--- src/common/eeprom_host_consts.svh ---
// Timing counts, command values and field positions for the EEPROM host
`ifndef EEPROM_HOST_CONSTS_SVH
`define EEPROM_HOST_CONSTS_SVH
`define CLK_PERIOD_PS      4000
`define WRITE_PULSE_NS     200
`define WRITE_HIGH_NS      100
`define READ_ACCESS_NS     200
`define DATA_FLOAT_NS      60
`define BYTE_LOAD_US       150
`define WRITE_CYCLE_MS     10
`define POWERUP_MS         10
`define WP_CYC ((`WRITE_PULSE_NS * 1000 + `CLK_PERIOD_PS - 1) / `CLK_PERIOD_PS)
`define WH_CYC ((`WRITE_HIGH_NS * 1000 + `CLK_PERIOD_PS - 1) / `CLK_PERIOD_PS)
`define RD_CYC ((`READ_ACCESS_NS * 1000 + `CLK_PERIOD_PS - 1) / `CLK_PERIOD_PS)
`define FL_CYC ((`DATA_FLOAT_NS * 1000 + `CLK_PERIOD_PS - 1) / `CLK_PERIOD_PS)
`define BLC_CYC  ((`BYTE_LOAD_US * 1000000) / `CLK_PERIOD_PS)
`define WC_CYC   ((`WRITE_CYCLE_MS * 64'd1000000000) / `CLK_PERIOD_PS)
`define PU_CYC   ((`POWERUP_MS * 64'd1000000000) / `CLK_PERIOD_PS)
`define PAGE_BYTES         64
`define PAGE_LSB           6
`define POLL_BIT           7
`define TOGGLE_BIT         6
`define PROT_ADDR0         15'h5555
`define PROT_ADDR1         15'h2AAA
`define PROT_ADDR2         15'h5555
`define PROT_DATA0         8'hAA
`define PROT_DATA1         8'h55
`define PROT_DATA2         8'hA0
`endif

--- src/common/eeprom_host_pkg.sv ---
// Types shared by the EEPROM host controller
package eeprom_host_pkg;
  typedef struct packed {
    logic        chip_sel_n;
    logic        out_en_n;
    logic        write_en_n;
    logic        id_area_sel;
    logic [14:0] address_lines;
  } pin_ctl_s;
  typedef struct packed {
    logic        write;
    logic        id_area;
    logic [14:0] addr;
    logic [7:0]  data;
  } host_req_s;
endpackage

--- src/hw/eeprom_host.sv ---
// Host controller driving a byte-wide parallel EEPROM through its pins
// Contract
// - Writes pulse write strobe low under chip select, output high.
// - Each further byte follows within 150 us of the previous.
// - Upper address bits stay the same across one page load.
// - Three protection command writes precede every write.
// - Prefix repeats every write, with page-load timing.
`timescale 1ns/1ps
`include "eeprom_host_consts.svh"
module eeprom_host
  import eeprom_host_pkg::*;
#(
  parameter longint WC_CYCLES  = `WC_CYC,
  parameter longint PU_CYCLES  = `PU_CYC,
  parameter int     BLC_CYCLES = `BLC_CYC
) (
  // Clock and reset
  input  wire logic        clk,
  input  wire logic        rst,
  // Request side
  input  wire logic        req_valid,
  input  wire host_req_s   req,
  input  wire logic        page_last,
  output logic             req_ready,
  output logic             rd_valid,
  output logic [7:0]       rd_data,
  output logic             wr_done,
  output logic             wr_timeout,
  // Device pins
  output pin_ctl_s         pins,
  output logic [7:0]       data_lines_o,
  output logic             data_lines_oe_n,
  input  wire logic [7:0]  data_lines_i
);
  localparam int TW = 24;
  localparam int LW = 32;

  // Counters are TW and LW bits wide; larger figures would wrap
  if (BLC_CYCLES <= `WP_CYC + `WH_CYC + 8 || BLC_CYCLES >= 2**TW)
  begin
    $error("BLC_CYCLES out of range");
  end
  if (WC_CYCLES < 1 || PU_CYCLES < 1
      || WC_CYCLES >= 64'd4294967296 || PU_CYCLES >= 64'd4294967296)
  begin
    $error("WC_CYCLES or PU_CYCLES out of range");
  end

  typedef enum logic [3:0] {
    S_POWERUP, S_IDLE, S_CMD, S_WR_LOW, S_WR_HIGH, S_WAIT_NEXT,
    S_RD_ACC, S_RD_FLOAT, S_POLL_ACC, S_POLL_FLOAT
  } state_e;

  state_e       state_q;
  logic [1:0]   cmd_idx_q;
  logic         in_cmd_q;
  logic [8:0]   page_q;
  logic         page_open_q;
  logic [7:0]   last_data_q;
  logic [14:0]  last_addr_q;
  logic [LW-1:0] long_q;
  logic [TW-1:0] blc_q;
  logic [6:0]   bytes_q;
  logic         last_q;
  logic         poll_hit_q;
  logic         tog_prev_q;
  logic         t_load;
  logic [TW-1:0] t_count;
  logic         t_done;

  strobe_timer #(.W(TW)) u_timer (
    .clk   (clk),
    .rst   (rst),
    .load  (t_load),
    .count (t_count),
    .done  (t_done)
  );

  function automatic logic [22:0] cmd_word(input logic [1:0] i);
    case (i)
      2'd0:    cmd_word = {`PROT_ADDR0, `PROT_DATA0};
      2'd1:    cmd_word = {`PROT_ADDR1, `PROT_DATA1};
      default: cmd_word = {`PROT_ADDR2, `PROT_DATA2};
    endcase
  endfunction

  wire [22:0] cmd_first = cmd_word(2'd0);
  wire [22:0] cmd_next  = cmd_word(cmd_idx_q + 2'd1);

  // Request taken only in idle, or while a page load is open
  wire take = req_valid && req_ready;
  wire same_page = req.write && page_open_q
                   && (req.addr[14:`PAGE_LSB] == page_q);
  // Load closes on the last byte, the 64th byte or the deadline
  wire close_load = (state_q == S_WR_HIGH && t_done && !in_cmd_q
                     && (last_q || bytes_q == 7'(`PAGE_BYTES)))
                    || (state_q == S_WAIT_NEXT && !take && blc_q == '0);
  wire poll_end   = poll_hit_q || long_q == '0;
  wire poll_again = state_q == S_POLL_FLOAT && t_done && !poll_end;

  always_comb
  begin
    t_load  = 1'b0;
    t_count = '0;
    case (state_q)
      S_IDLE, S_WAIT_NEXT:
        if (take)
        begin
          t_load  = 1'b1;
          t_count = TW'(`WP_CYC);
        end
      S_CMD:
        if (t_done)
        begin
          t_load  = 1'b1;
          t_count = TW'(`WP_CYC);
        end
      S_WR_LOW:
        if (t_done)
        begin
          t_load  = 1'b1;
          t_count = TW'(`WH_CYC);
        end
      S_RD_ACC, S_POLL_ACC:
        if (t_done)
        begin
          t_load  = 1'b1;
          t_count = TW'(`FL_CYC);
        end
      default:
      begin
        t_load  = 1'b0;
        t_count = '0;
      end
    endcase
    if (state_q == S_IDLE && take && !req.write)
      t_count = TW'(`RD_CYC);
    // A poll is a full read access, so it waits the access time too
    if (close_load || poll_again)
    begin
      t_load  = 1'b1;
      t_count = TW'(`RD_CYC);
    end
  end

  // Main sequencer
  always_ff @(posedge clk or posedge rst)
  begin
    if (rst)
    begin
      state_q   <= S_POWERUP;
      cmd_idx_q <= 2'd0;
      in_cmd_q  <= 1'b0;
      last_q    <= 1'b0;
    end
    else
    begin
      case (state_q)
        S_POWERUP:
          if (long_q == '0)
            state_q <= S_IDLE;
        S_IDLE:
          if (take && req.write)
          begin
            state_q   <= S_WR_LOW;
            in_cmd_q  <= 1'b1;
            cmd_idx_q <= 2'd0;
            last_q    <= page_last;
          end
          else if (take)
            state_q <= S_RD_ACC;
        S_WR_LOW:
          if (t_done)
            state_q <= S_WR_HIGH;
        S_WR_HIGH:
          if (t_done)
          begin
            if (in_cmd_q && cmd_idx_q != 2'd2)
            begin
              cmd_idx_q <= cmd_idx_q + 2'd1;
              state_q   <= S_CMD;
            end
            else if (in_cmd_q)
            begin
              in_cmd_q <= 1'b0;
              state_q  <= S_CMD;
            end
            else if (last_q || bytes_q == 7'(`PAGE_BYTES))
              state_q <= S_POLL_ACC;
            else
              state_q <= S_WAIT_NEXT;
          end
        S_CMD:
          if (t_done)
            state_q <= S_WR_LOW;
        S_WAIT_NEXT:
          if (take)
          begin
            state_q <= S_WR_LOW;
            last_q  <= page_last;
          end
          else if (blc_q == '0)
            state_q <= S_POLL_ACC;
        S_RD_ACC:
          if (t_done)
            state_q <= S_RD_FLOAT;
        S_RD_FLOAT:
          if (t_done)
            state_q <= S_IDLE;
        S_POLL_ACC:
          if (t_done)
            state_q <= S_POLL_FLOAT;
        S_POLL_FLOAT:
          if (t_done)
          begin
            if (poll_end)
              state_q <= S_IDLE;
            else
              state_q <= S_POLL_ACC;
          end
        default:
          state_q <= S_IDLE;
      endcase
    end
  end

  // Power-up and write-cycle deadline counter
  always_ff @(posedge clk or posedge rst)
  begin
    if (rst)
      long_q <= LW'(PU_CYCLES);
    else if (close_load)
      long_q <= LW'(WC_CYCLES);
    else if (long_q != '0)
      long_q <= long_q - 1'b1;
  end

  // Byte load deadline, restarted by every data byte
  always_ff @(posedge clk or posedge rst)
  begin
    if (rst)
      blc_q <= '0;
    else if (state_q == S_WR_HIGH && t_done && !in_cmd_q)
      blc_q <= TW'(BLC_CYCLES - `WH_CYC - `WP_CYC - 4);
    else if (blc_q != '0)
      blc_q <= blc_q - 1'b1;
  end

  // Page tracking and last written byte for polling
  always_ff @(posedge clk or posedge rst)
  begin
    if (rst)
    begin
      page_q      <= '0;
      page_open_q <= 1'b0;
      bytes_q     <= '0;
      last_data_q <= 8'h00;
      last_addr_q <= '0;
    end
    else if (take && req.write)
    begin
      page_q      <= req.addr[14:`PAGE_LSB];
      page_open_q <= 1'b1;
      bytes_q     <= (state_q == S_IDLE) ? 7'd1 : bytes_q + 7'd1;
      last_data_q <= req.data;
      last_addr_q <= req.addr;
    end
    else if (state_q == S_POLL_ACC)
      page_open_q <= 1'b0;
  end

  // Poll sample: bit 7 matching the written data and bit 6 no longer flipping means done
  always_ff @(posedge clk or posedge rst)
  begin
    if (rst)
    begin
      poll_hit_q <= 1'b0;
      tog_prev_q <= 1'b0;
    end
    else if (state_q == S_POLL_ACC && t_done)
    begin
      poll_hit_q <= (data_lines_i[`POLL_BIT] == last_data_q[`POLL_BIT])
                    && (data_lines_i[`TOGGLE_BIT] == tog_prev_q);
      tog_prev_q <= data_lines_i[`TOGGLE_BIT];
    end
  end

  // Request handshake and read answers
  always_ff @(posedge clk or posedge rst)
  begin
    if (rst)
    begin
      req_ready  <= 1'b0;
      rd_valid   <= 1'b0;
      rd_data    <= 8'h00;
      wr_done    <= 1'b0;
      wr_timeout <= 1'b0;
    end
    else
    begin
      req_ready  <= 1'b0;
      rd_valid   <= 1'b0;
      wr_done    <= 1'b0;
      wr_timeout <= 1'b0;
      if (state_q == S_RD_ACC && t_done)
      begin
        rd_valid <= 1'b1;
        rd_data  <= data_lines_i;
      end
      if (state_q == S_POLL_FLOAT && t_done && poll_end)
      begin
        wr_done    <= 1'b1;
        wr_timeout <= !poll_hit_q;
      end
      // Next page byte only accepted on the same page
      if (state_q == S_IDLE && !req_ready && !take)
        req_ready <= 1'b1;
      else if (state_q == S_WAIT_NEXT && !take && blc_q > TW'(2))
        req_ready <= req_valid && same_page;
      else
        req_ready <= 1'b0;
    end
  end

  // Pin drive: write strobe only with output strobe high
  always_ff @(posedge clk or posedge rst)
  begin
    if (rst)
    begin
      pins            <= '{1'b1, 1'b1, 1'b1, 1'b0, 15'h0000};
      data_lines_o    <= 8'h00;
      data_lines_oe_n <= 1'b1;
    end
    else
    begin
      // Chip select falls with each command's write strobe as well
      pins.chip_sel_n <= !(state_q inside {S_WR_LOW, S_RD_ACC, S_POLL_ACC}
                           || (state_q == S_CMD && t_done)
                           || take);
      pins.out_en_n   <= !(state_q == S_RD_ACC || state_q == S_POLL_ACC
                           || (take && !req.write));
      pins.write_en_n <= !((state_q == S_WR_LOW && !t_done)
                           || (take && req.write)
                           || (state_q == S_CMD && t_done));
      data_lines_oe_n <= !(state_q inside {S_WR_LOW, S_WR_HIGH, S_CMD}
                           || (take && req.write));
      if (take)
      begin
        pins.id_area_sel   <= req.id_area;
        pins.address_lines <= req.write ? cmd_first[22:8]
                                        : req.addr;
        data_lines_o       <= req.write ? cmd_first[7:0]
                                        : 8'h00;
        if (state_q == S_WAIT_NEXT)
        begin
          pins.address_lines <= req.addr;
          data_lines_o       <= req.data;
        end
      end
      else if (state_q == S_WR_HIGH && t_done)
      begin
        if (in_cmd_q && cmd_idx_q != 2'd2)
        begin
          pins.address_lines <= cmd_next[22:8];
          data_lines_o       <= cmd_next[7:0];
        end
        else if (in_cmd_q)
        begin
          pins.address_lines <= last_addr_q;
          data_lines_o       <= last_data_q;
        end
      end
      else if (state_q == S_POLL_FLOAT && t_done)
        pins.address_lines <= last_addr_q;
    end
  end
endmodule

--- src/hw/strobe_timer.sv ---
// Down counter that times one strobe phase or deadline
`timescale 1ns/1ps
module strobe_timer #(
  parameter int W = 24
) (
  // Clock and reset
  input  wire logic         clk,
  input  wire logic         rst,
  // Control
  input  wire logic         load,
  input  wire logic [W-1:0] count,
  // Status
  output logic              done
);
  if (W < 1)
  begin
    $error("W must be at least 1");
  end

  logic [W-1:0] cnt_q;

  always_ff @(posedge clk or posedge rst)
  begin
    if (rst)
      cnt_q <= '0;
    else if (load)
      cnt_q <= count;
    else if (cnt_q != '0)
      cnt_q <= cnt_q - 1'b1;
  end

  // Done must not look at load: callers derive load from done
  assign done = (cnt_q == '0);
endmodule

--- config.mk ---
export PLATFORM = sky130hd
export DESIGN_NAME = eeprom_host
export DESIGN_NICKNAME = d
export VERILOG_FILES = /design/src/common/eeprom_host_pkg.sv /design/src/hw/eeprom_host.sv /design/src/hw/strobe_timer.sv
export VERILOG_INCLUDE_DIRS = /design/src /design/src/common
export SDC_FILE = /design/constraint.sdc
export NUM_CORES = 1
export LEC_CHECK = 0
export BUFFER_PORTS_ARGS = -buffer_cell sky130_fd_sc_hd__buf_2
export CORE_ASPECT_RATIO = 1.75
export CORE_MARGIN = 10
export CORE_UTILIZATION = 50
export DETAILED_ROUTE_END_ITERATION = 16
export HOLD_SLACK_MARGIN = 0.12
export PLACE_DENSITY_LB_ADDON = 0.2
export SLEW_MARGIN = 40
export SYNTH_ARGS = -nofsm -noshare
export SYNTH_HDL_FRONTEND = slang
export SYNTH_HIERARCHICAL = 1
export SYNTH_SLANG_ARGS = --single-unit
--- constraint.sdc ---
create_clock -name clk -period 7.88 [get_ports clk]
set_input_delay 0.394 -clock clk [delete_from_list [all_inputs] [get_ports clk]]
set_output_delay 0.394 -clock clk [all_outputs]
set_load 0.02 [all_outputs]
Yosys cells after proc, flatten, opt, wreduce, memory -nomap -nowiden --
Index checks and enable logic that the tools add are counted.
Cells by class: order comparisons 1, shifts and indexed selects 0, add/subtract/negate cells 5, equality and inequality tests 30, multiply operators 0, bitwise gates (word level) 0, divide/modulo/power cells 0, muxes and demuxes 67, reduce and logical (&&, ||, !) cells 75
Operator list (count):
- $mux 24 | 6
- $mux 15 | 7
- $pmux 24 s4 | 1
- $mux 4 | 17
- $mux 32 | 2
- $logic_not 24->1 | 2
- $mux 8 | 6
- $reduce_bool 24->1 | 2
- $sub 24x1->24 const B | 2
- $pmux 23 s2 | 1
- $pmux 4 s10 | 1
- $logic_not 32->1 | 1
- $reduce_bool 32->1 | 1
- $sub 32x1->32 const B | 1
- $logic_and 1x1->1 | 25
- $gt 24x2->1 const B | 1
- $ne 2x2->1 const B | 12
- $eq 4x3->1 const B | 4
- $mux 1 | 15
- $reduce_bool 2->1 | 7
- $mux 6 | 2
- $reduce_bool 3->1 | 4
- $logic_not 1->1 | 11
- $logic_or 1x1->1 | 11
- other kinds (25) | 36
Word-level totals: output and inout port bits 40, ROM bits 0, memories 0, bits in writable memories 0, word-level logic and storage cells 204, latch bits 0, register bits after elaboration 170

Longest topological paths before layout --
depth in word-level cells 8, mapped depth 16, depth with buffers taken out 14

Modules after synthesis --
Netlist, hierarchy kept.
By module, submodules not included:
- eeprom_host | area an instance 7244.4 sq um, times used 1, cells an instance 787
- strobe_timer | area an instance 1585.3 sq um, times used 1, cells an instance 176

Least setup slack after synthesis --
OpenSTA, ideal clock, no wires.
path kind register to register, start reg u_timer.cnt_q[2], end reg u_timer.cnt_q[13], cell stages (with the launch flop) 16, arrival time 3639 ps, required time 7738 ps, clock period less this slack 3781 ps, setup slack 4099 ps, buffers on the path 4, cells stage by stage dfrtp_1 > buf_6 > nor4_4 > nand4_1 > buf_2 > nor2_1 > clkbuf_1 > nand4bb_1 > nor3_1 > a21oi_1 > o31a_1 > o21ai_0 > inv_1 > clkbuf_1 > o311ai_0 > o211ai_2
Between the ends: word-level cells in the longest chain between the ends 8, elaborated cells between the ends (all ways) 17
Ends and longest elaborated chain:
- start, declared | RTL line strobe_timer.sv:20 | logic [W-1:0] cnt_q;
- start signal, assigned | RTL line strobe_timer.sv:27 | cnt_q <= count;
- start signal, assigned | RTL line strobe_timer.sv:29 | cnt_q <= cnt_q - 1'b1;
- $logic_not 24->1 * | RTL line strobe_timer.sv:33 | assign done = (cnt_q == '0);
- named net t_done | RTL line eeprom_host.sv:69 | logic t_done;
- $logic_and 1x1->1 (3 in series) | RTL line eeprom_host.sv:95 | wire close_load = (state_q == S_WR_HIGH && t_done && !in_cmd_q
- $logic_or 1x1->1 | RTL line eeprom_host.sv:95
- $logic_or 1x1->1 | RTL line eeprom_host.sv:139 | if (close_load || poll_again)
- $mux 1 * | RTL line eeprom_host.sv:139
- named net t_load | RTL line eeprom_host.sv:67 | logic t_load;
- $mux 24 or $reduce_bool 2->1 (tied branches)
Mark *: on every way through the listed nets, which the timed path passes. The rest lies on a longest branch. The select of a mux whose other input is x is not followed. A chain may end at the register's enable or synchronous reset.

Worst setup path after layout --
start reg u_timer.cnt_q[2], end reg u_timer.cnt_q[17]
Same word-level chain as after synthesis.

==> flow_results.org <==
** Setup path
- For the worst setup path, the data required time is 8170 ps.
- Top fanout value on the critical path :: 34
- Startpoint class of the critical path :: flop
- The worst setup path is captured at a flop.
- Data arrival time of the worst path :: 5170 ps
- Setup slack on the worst reg-to-reg path comes out at 3000 ps.
- The critical path is of the reg -> reg type.

** Floorplanning
- Measured along the y axis, the die boundary spans 196 um.
- Die area :: 0.0236 mm2
- The initial utilization of the core area, before any placement, comes to 50.6%.
- Placeable core area :: 0.0175 mm2
- Row generation in the floorplan step produced 64 rows.
- Number of ports placed on the die boundary :: 77
- Measured along the x axis, the die boundary spans 120 um.

** Synthesis
- Synthesized instance count :: 963
- Seq/Total Area, Yosys :: 45.8%
- EDFF count, synth :: 0
- Top post-synthesis cells by area :: sky130_fd_sc_hd__dfrtp_1, sky130_fd_sc_hd__nand2_1, sky130_fd_sc_hd__o21ai_0, sky130_fd_sc_hd__dfstp_2, sky130_fd_sc_hd__a21oi_1
- Yosys printed 6 warnings.
- Count of different cell masters after synthesis :: 78
- Mean area per synthesized cell :: 9.17 um2
- Most area-hungry cell type in the Yosys netlist :: sky130_fd_sc_hd__dfrtp_1
- Proportion of synthesized flip-flops having asynchronous set or reset :: 100%
- The synthesized netlist occupies a cell area of 0.00883 mm2.
- After synthesis, the largest area contributor takes up 42.2% of total cell area.
- The most used flip-flop cell after synthesis is sky130_fd_sc_hd__dfrtp_1.
- Counting flops and latches in the post-synthesis netlist gives 161.
- Commonest cells post-synth :: sky130_fd_sc_hd__dfrtp_1, sky130_fd_sc_hd__nand2_1, sky130_fd_sc_hd__o21ai_0

** Global route
- The first global-routing pass estimated 37600 um of wire.
- Entering global routing, the biggest net connects 81 pins.
- The number of global-route vias before repair is 7627.
- Summed over all layers, the global routing overflow is 0.
- GRT Util Overall :: 19.4%
- Antenna violations before repair :: 0

** Status
- The flow ran to the end, and the final reports show no timing, DRC or antenna violations.

** Placement
- Post-DP HPWL :: 15800 um
- Number of placed instances with taps included :: 1247
- The congestion estimate from routability-driven global placement came to 0.929.
- The count of buffers added on input and output ports is 76.
- Setup slack after placement :: 2890 ps

** Clock network
- Post-CTS setup buffer count :: 0
- At the later pin of the worst-skew pair, clock insertion delay measures 440 ps.
- Master cell of the clock root buffer :: sky130_fd_sc_hd__clkbuf_16
- TritonCTS built the clock tree.
- The H-tree was split into 4 levels.
- The number of hold buffers added after CTS was 1.
- The number of clock buffers added by TritonCTS is 17.
- Worst-path clk slew :: 60 ps
- Post-cts gate resize count :: 0
- Counting along the longest clock path gives a buffer depth of 2.
- For this design, the sink count on the clock tree is 161.

** Timing
- The final number of max-transition violations was 0.
- Total negative slack :: 0 ps
- Setup ws final :: 3000 ps
- For the pin with the worst max-slew slack, the measured transition is 802 ps.
- # setup viols final :: 0
- The worst pin sits at a relative slew slack of 46.2%.
- The number of failing hold endpoints at the final stage came to 0.
- The final critical path takes up 61.9% of the cycle.
- Achievable frequency :: 0.205 GHz
- Shortest period the worst path allows :: 4880 ps
- The clock arrives with 9.61 ps of skew.
- Setup repair after global routing missed its margin :: no

** Finish
- Signed area change from the synthesized netlist to the final layout :: 14.4%
- For this run, the share of the core covered by cells in the final layout is 57.9%.
- Ant diodes :: 0
- Fraction of layout cells with a size suffix above 1 :: 18.2%
- After the last flow step, the layout net total stands at 1084.
- The count of cells in the finished layout, fillers not included, comes to 1280.
- # fillers :: 1628

** Power and ir drop
- The clock network is responsible for 25.0% of the overall power.
- Of the total power, registers draw 39.5%.
- The analysis attributes to cell leakage a power of 4.47 nW.
- Worst voltage drop across the vdd grid :: 0.242 mV
- Fraction of power consumed by combinational cells :: 35.5%
- Power density cells :: 341 mW/mm2
- Total power for the finished layout comes to 0.00344 W.
- Cell internal power was estimated by the tool at 0.00208 W.
- Switching share of power :: 39.6%
- In this run the power spent charging and discharging nets is 0.00136 W.

** Min path
- Min-Delay Path Class :: in -> reg

** Routing
- The detailed router placed 7572 vias in this run.
- Antenna-violating nets left :: 0
- Detailed-route wire length :: 22500 um
- Drt via density :: 5.92
- In this run, the number of DRC markers left after iteration 0 of detailed routing was 545.
- Post-route DRC :: 0
- 1st-pass router iterations :: 5
- In the final routed layout, each cell accounts on average for 17.6 um.

** Job
- Across the run, the number of max-cap violations was 0.
-- registers in the layout, summed over array words and instances (netlist names), 2 cells and up --
register / cells
long_q: 32
blc_q: 24
u_timer/cnt_q: 24
pins: 19
page_q: 9
data_lines_o: 8
last_data_q: 8
rd_data: 8
bytes_q: 7
last_addr_q: 6
state_q: 4
cmd_idx_q: 2
-- cells by family after synthesis --
group	after synthesis	share of synthesized area, %
simple gates	400	24.0
mux	17	2.08
other cells	1	0.0425
flops	161	45.8
buf+inv	75	3.42
fa+ha+maj	11	1.56
xor+xnor	34	3.37
compound gates	264	19.8
-- path summary, 6_finish.rpt --
kind,from,end,depth (start not counted)
setup / recovery,u_timer/cnt_q[2]$_DFFE_PP0P_,u_timer/cnt_q[17]$_DFFE_PP0P_,12
hold reg to reg,data_lines_o[7]$_DFFE_PP0P_,data_lines_o[7]$_DFFE_PP0P_,1
hold / removal,req[23],pins[15]$_DFFE_PP0N_,3
max in group asynchronous,rst,pins[1]$_DFFE_PP0P_,4
min in group asynchronous,rst,u_timer/cnt_q[4]$_DFFE_PP0P_,3
setup reg to reg,u_timer/cnt_q[2]$_DFFE_PP0P_,u_timer/cnt_q[17]$_DFFE_PP0P_,12
-- critical path, stage by stage, from the launching register on --
cell,delay [ps]
sky130_fd_sc_hd__dfrtp_1,470
sky130_fd_sc_hd__nor4_4,630
sky130_fd_sc_hd__nand4_1,540
sky130_fd_sc_hd__nor2_2,620
sky130_fd_sc_hd__nand4bb_1,310
sky130_fd_sc_hd__nor3_4,630
sky130_fd_sc_hd__a21oi_1,130
sky130_fd_sc_hd__o31a_1,180
sky130_fd_sc_hd__o21ai_2,70
sky130_fd_sc_hd__buf_4,320
sky130_fd_sc_hd__inv_1,350
sky130_fd_sc_hd__o21ai_2,290
sky130_fd_sc_hd__a22oi_1,170
-- routing by layer --
| metal | up-vias | GRT usage, % | wire, um |
|---|---|---|---|
| met5 | - | 0 | 0 |
| li1 | 3674 | - | - |
| met4 | 0 | 9.69 | 801 |
| met3 | 57 | 4.37 | 875 |
| met2 | 181 | 34.6 | 11900 |
| met1 | 3660 | 20.8 | 8960 |
-- power by group through the flow --
| stage | Combinational [W] | Sequential (W) | Clock, W |
|---|---|---|---|
| floorplan | 0.000873 | 0.00134 | 0 |
| global placement | 0.00120 | 0.00135 | 0 |
| detailed placement | 0.00122 | 0.00136 | 0 |
| CTS | 0.00122 | 0.00135 | 0.000870 |
| global route | 0.00137 | 0.00139 | 0.000904 |
| finish | 0.00122 | 0.00136 | 0.000860 |
-- cell usage in the layout, fill, tap and decap left out, types with 22 or more instances in the layout --
cell and count:
sky130_fd_sc_hd__nor2_1 58, sky130_fd_sc_hd__o31ai_1 30, sky130_fd_sc_hd__nand2_1 149, sky130_fd_sc_hd__a21oi_1 55
sky130_fd_sc_hd__or3_1 28, sky130_fd_sc_hd__dfrtp_1 149, sky130_fd_sc_hd__buf_2 76, sky130_fd_sc_hd__o21ai_0 68
sky130_fd_sc_hd__or4_1 22
-- cell type report --
type	count	area, um2	area share (%)
Inverter	22	87.6	0.867
Multi-Input combinational cell	744	4590	45.4
Clock buffer	20	447	4.42
Sequential cell	161	4040	40.0
Timing Repair Buffer	90	488	4.83
Clock inverter	12	155	1.54
Tap cell	231	289	2.86
-- through the flow --
| stage | hold WS, ps | area, um2 |
|---|---|---|
| 3_3_place_gp | 457 | 9460 |
| 3_5_place_dp | 460 | 9470 |
| 5_1_grt | 165 | 10100 |
| 6_report | 148 | 10100 |
| 2_1_floorplan | 409 | 8890 |
| 4_1_cts | 139 | 10100 |
(Power assumes the default switching activity.)
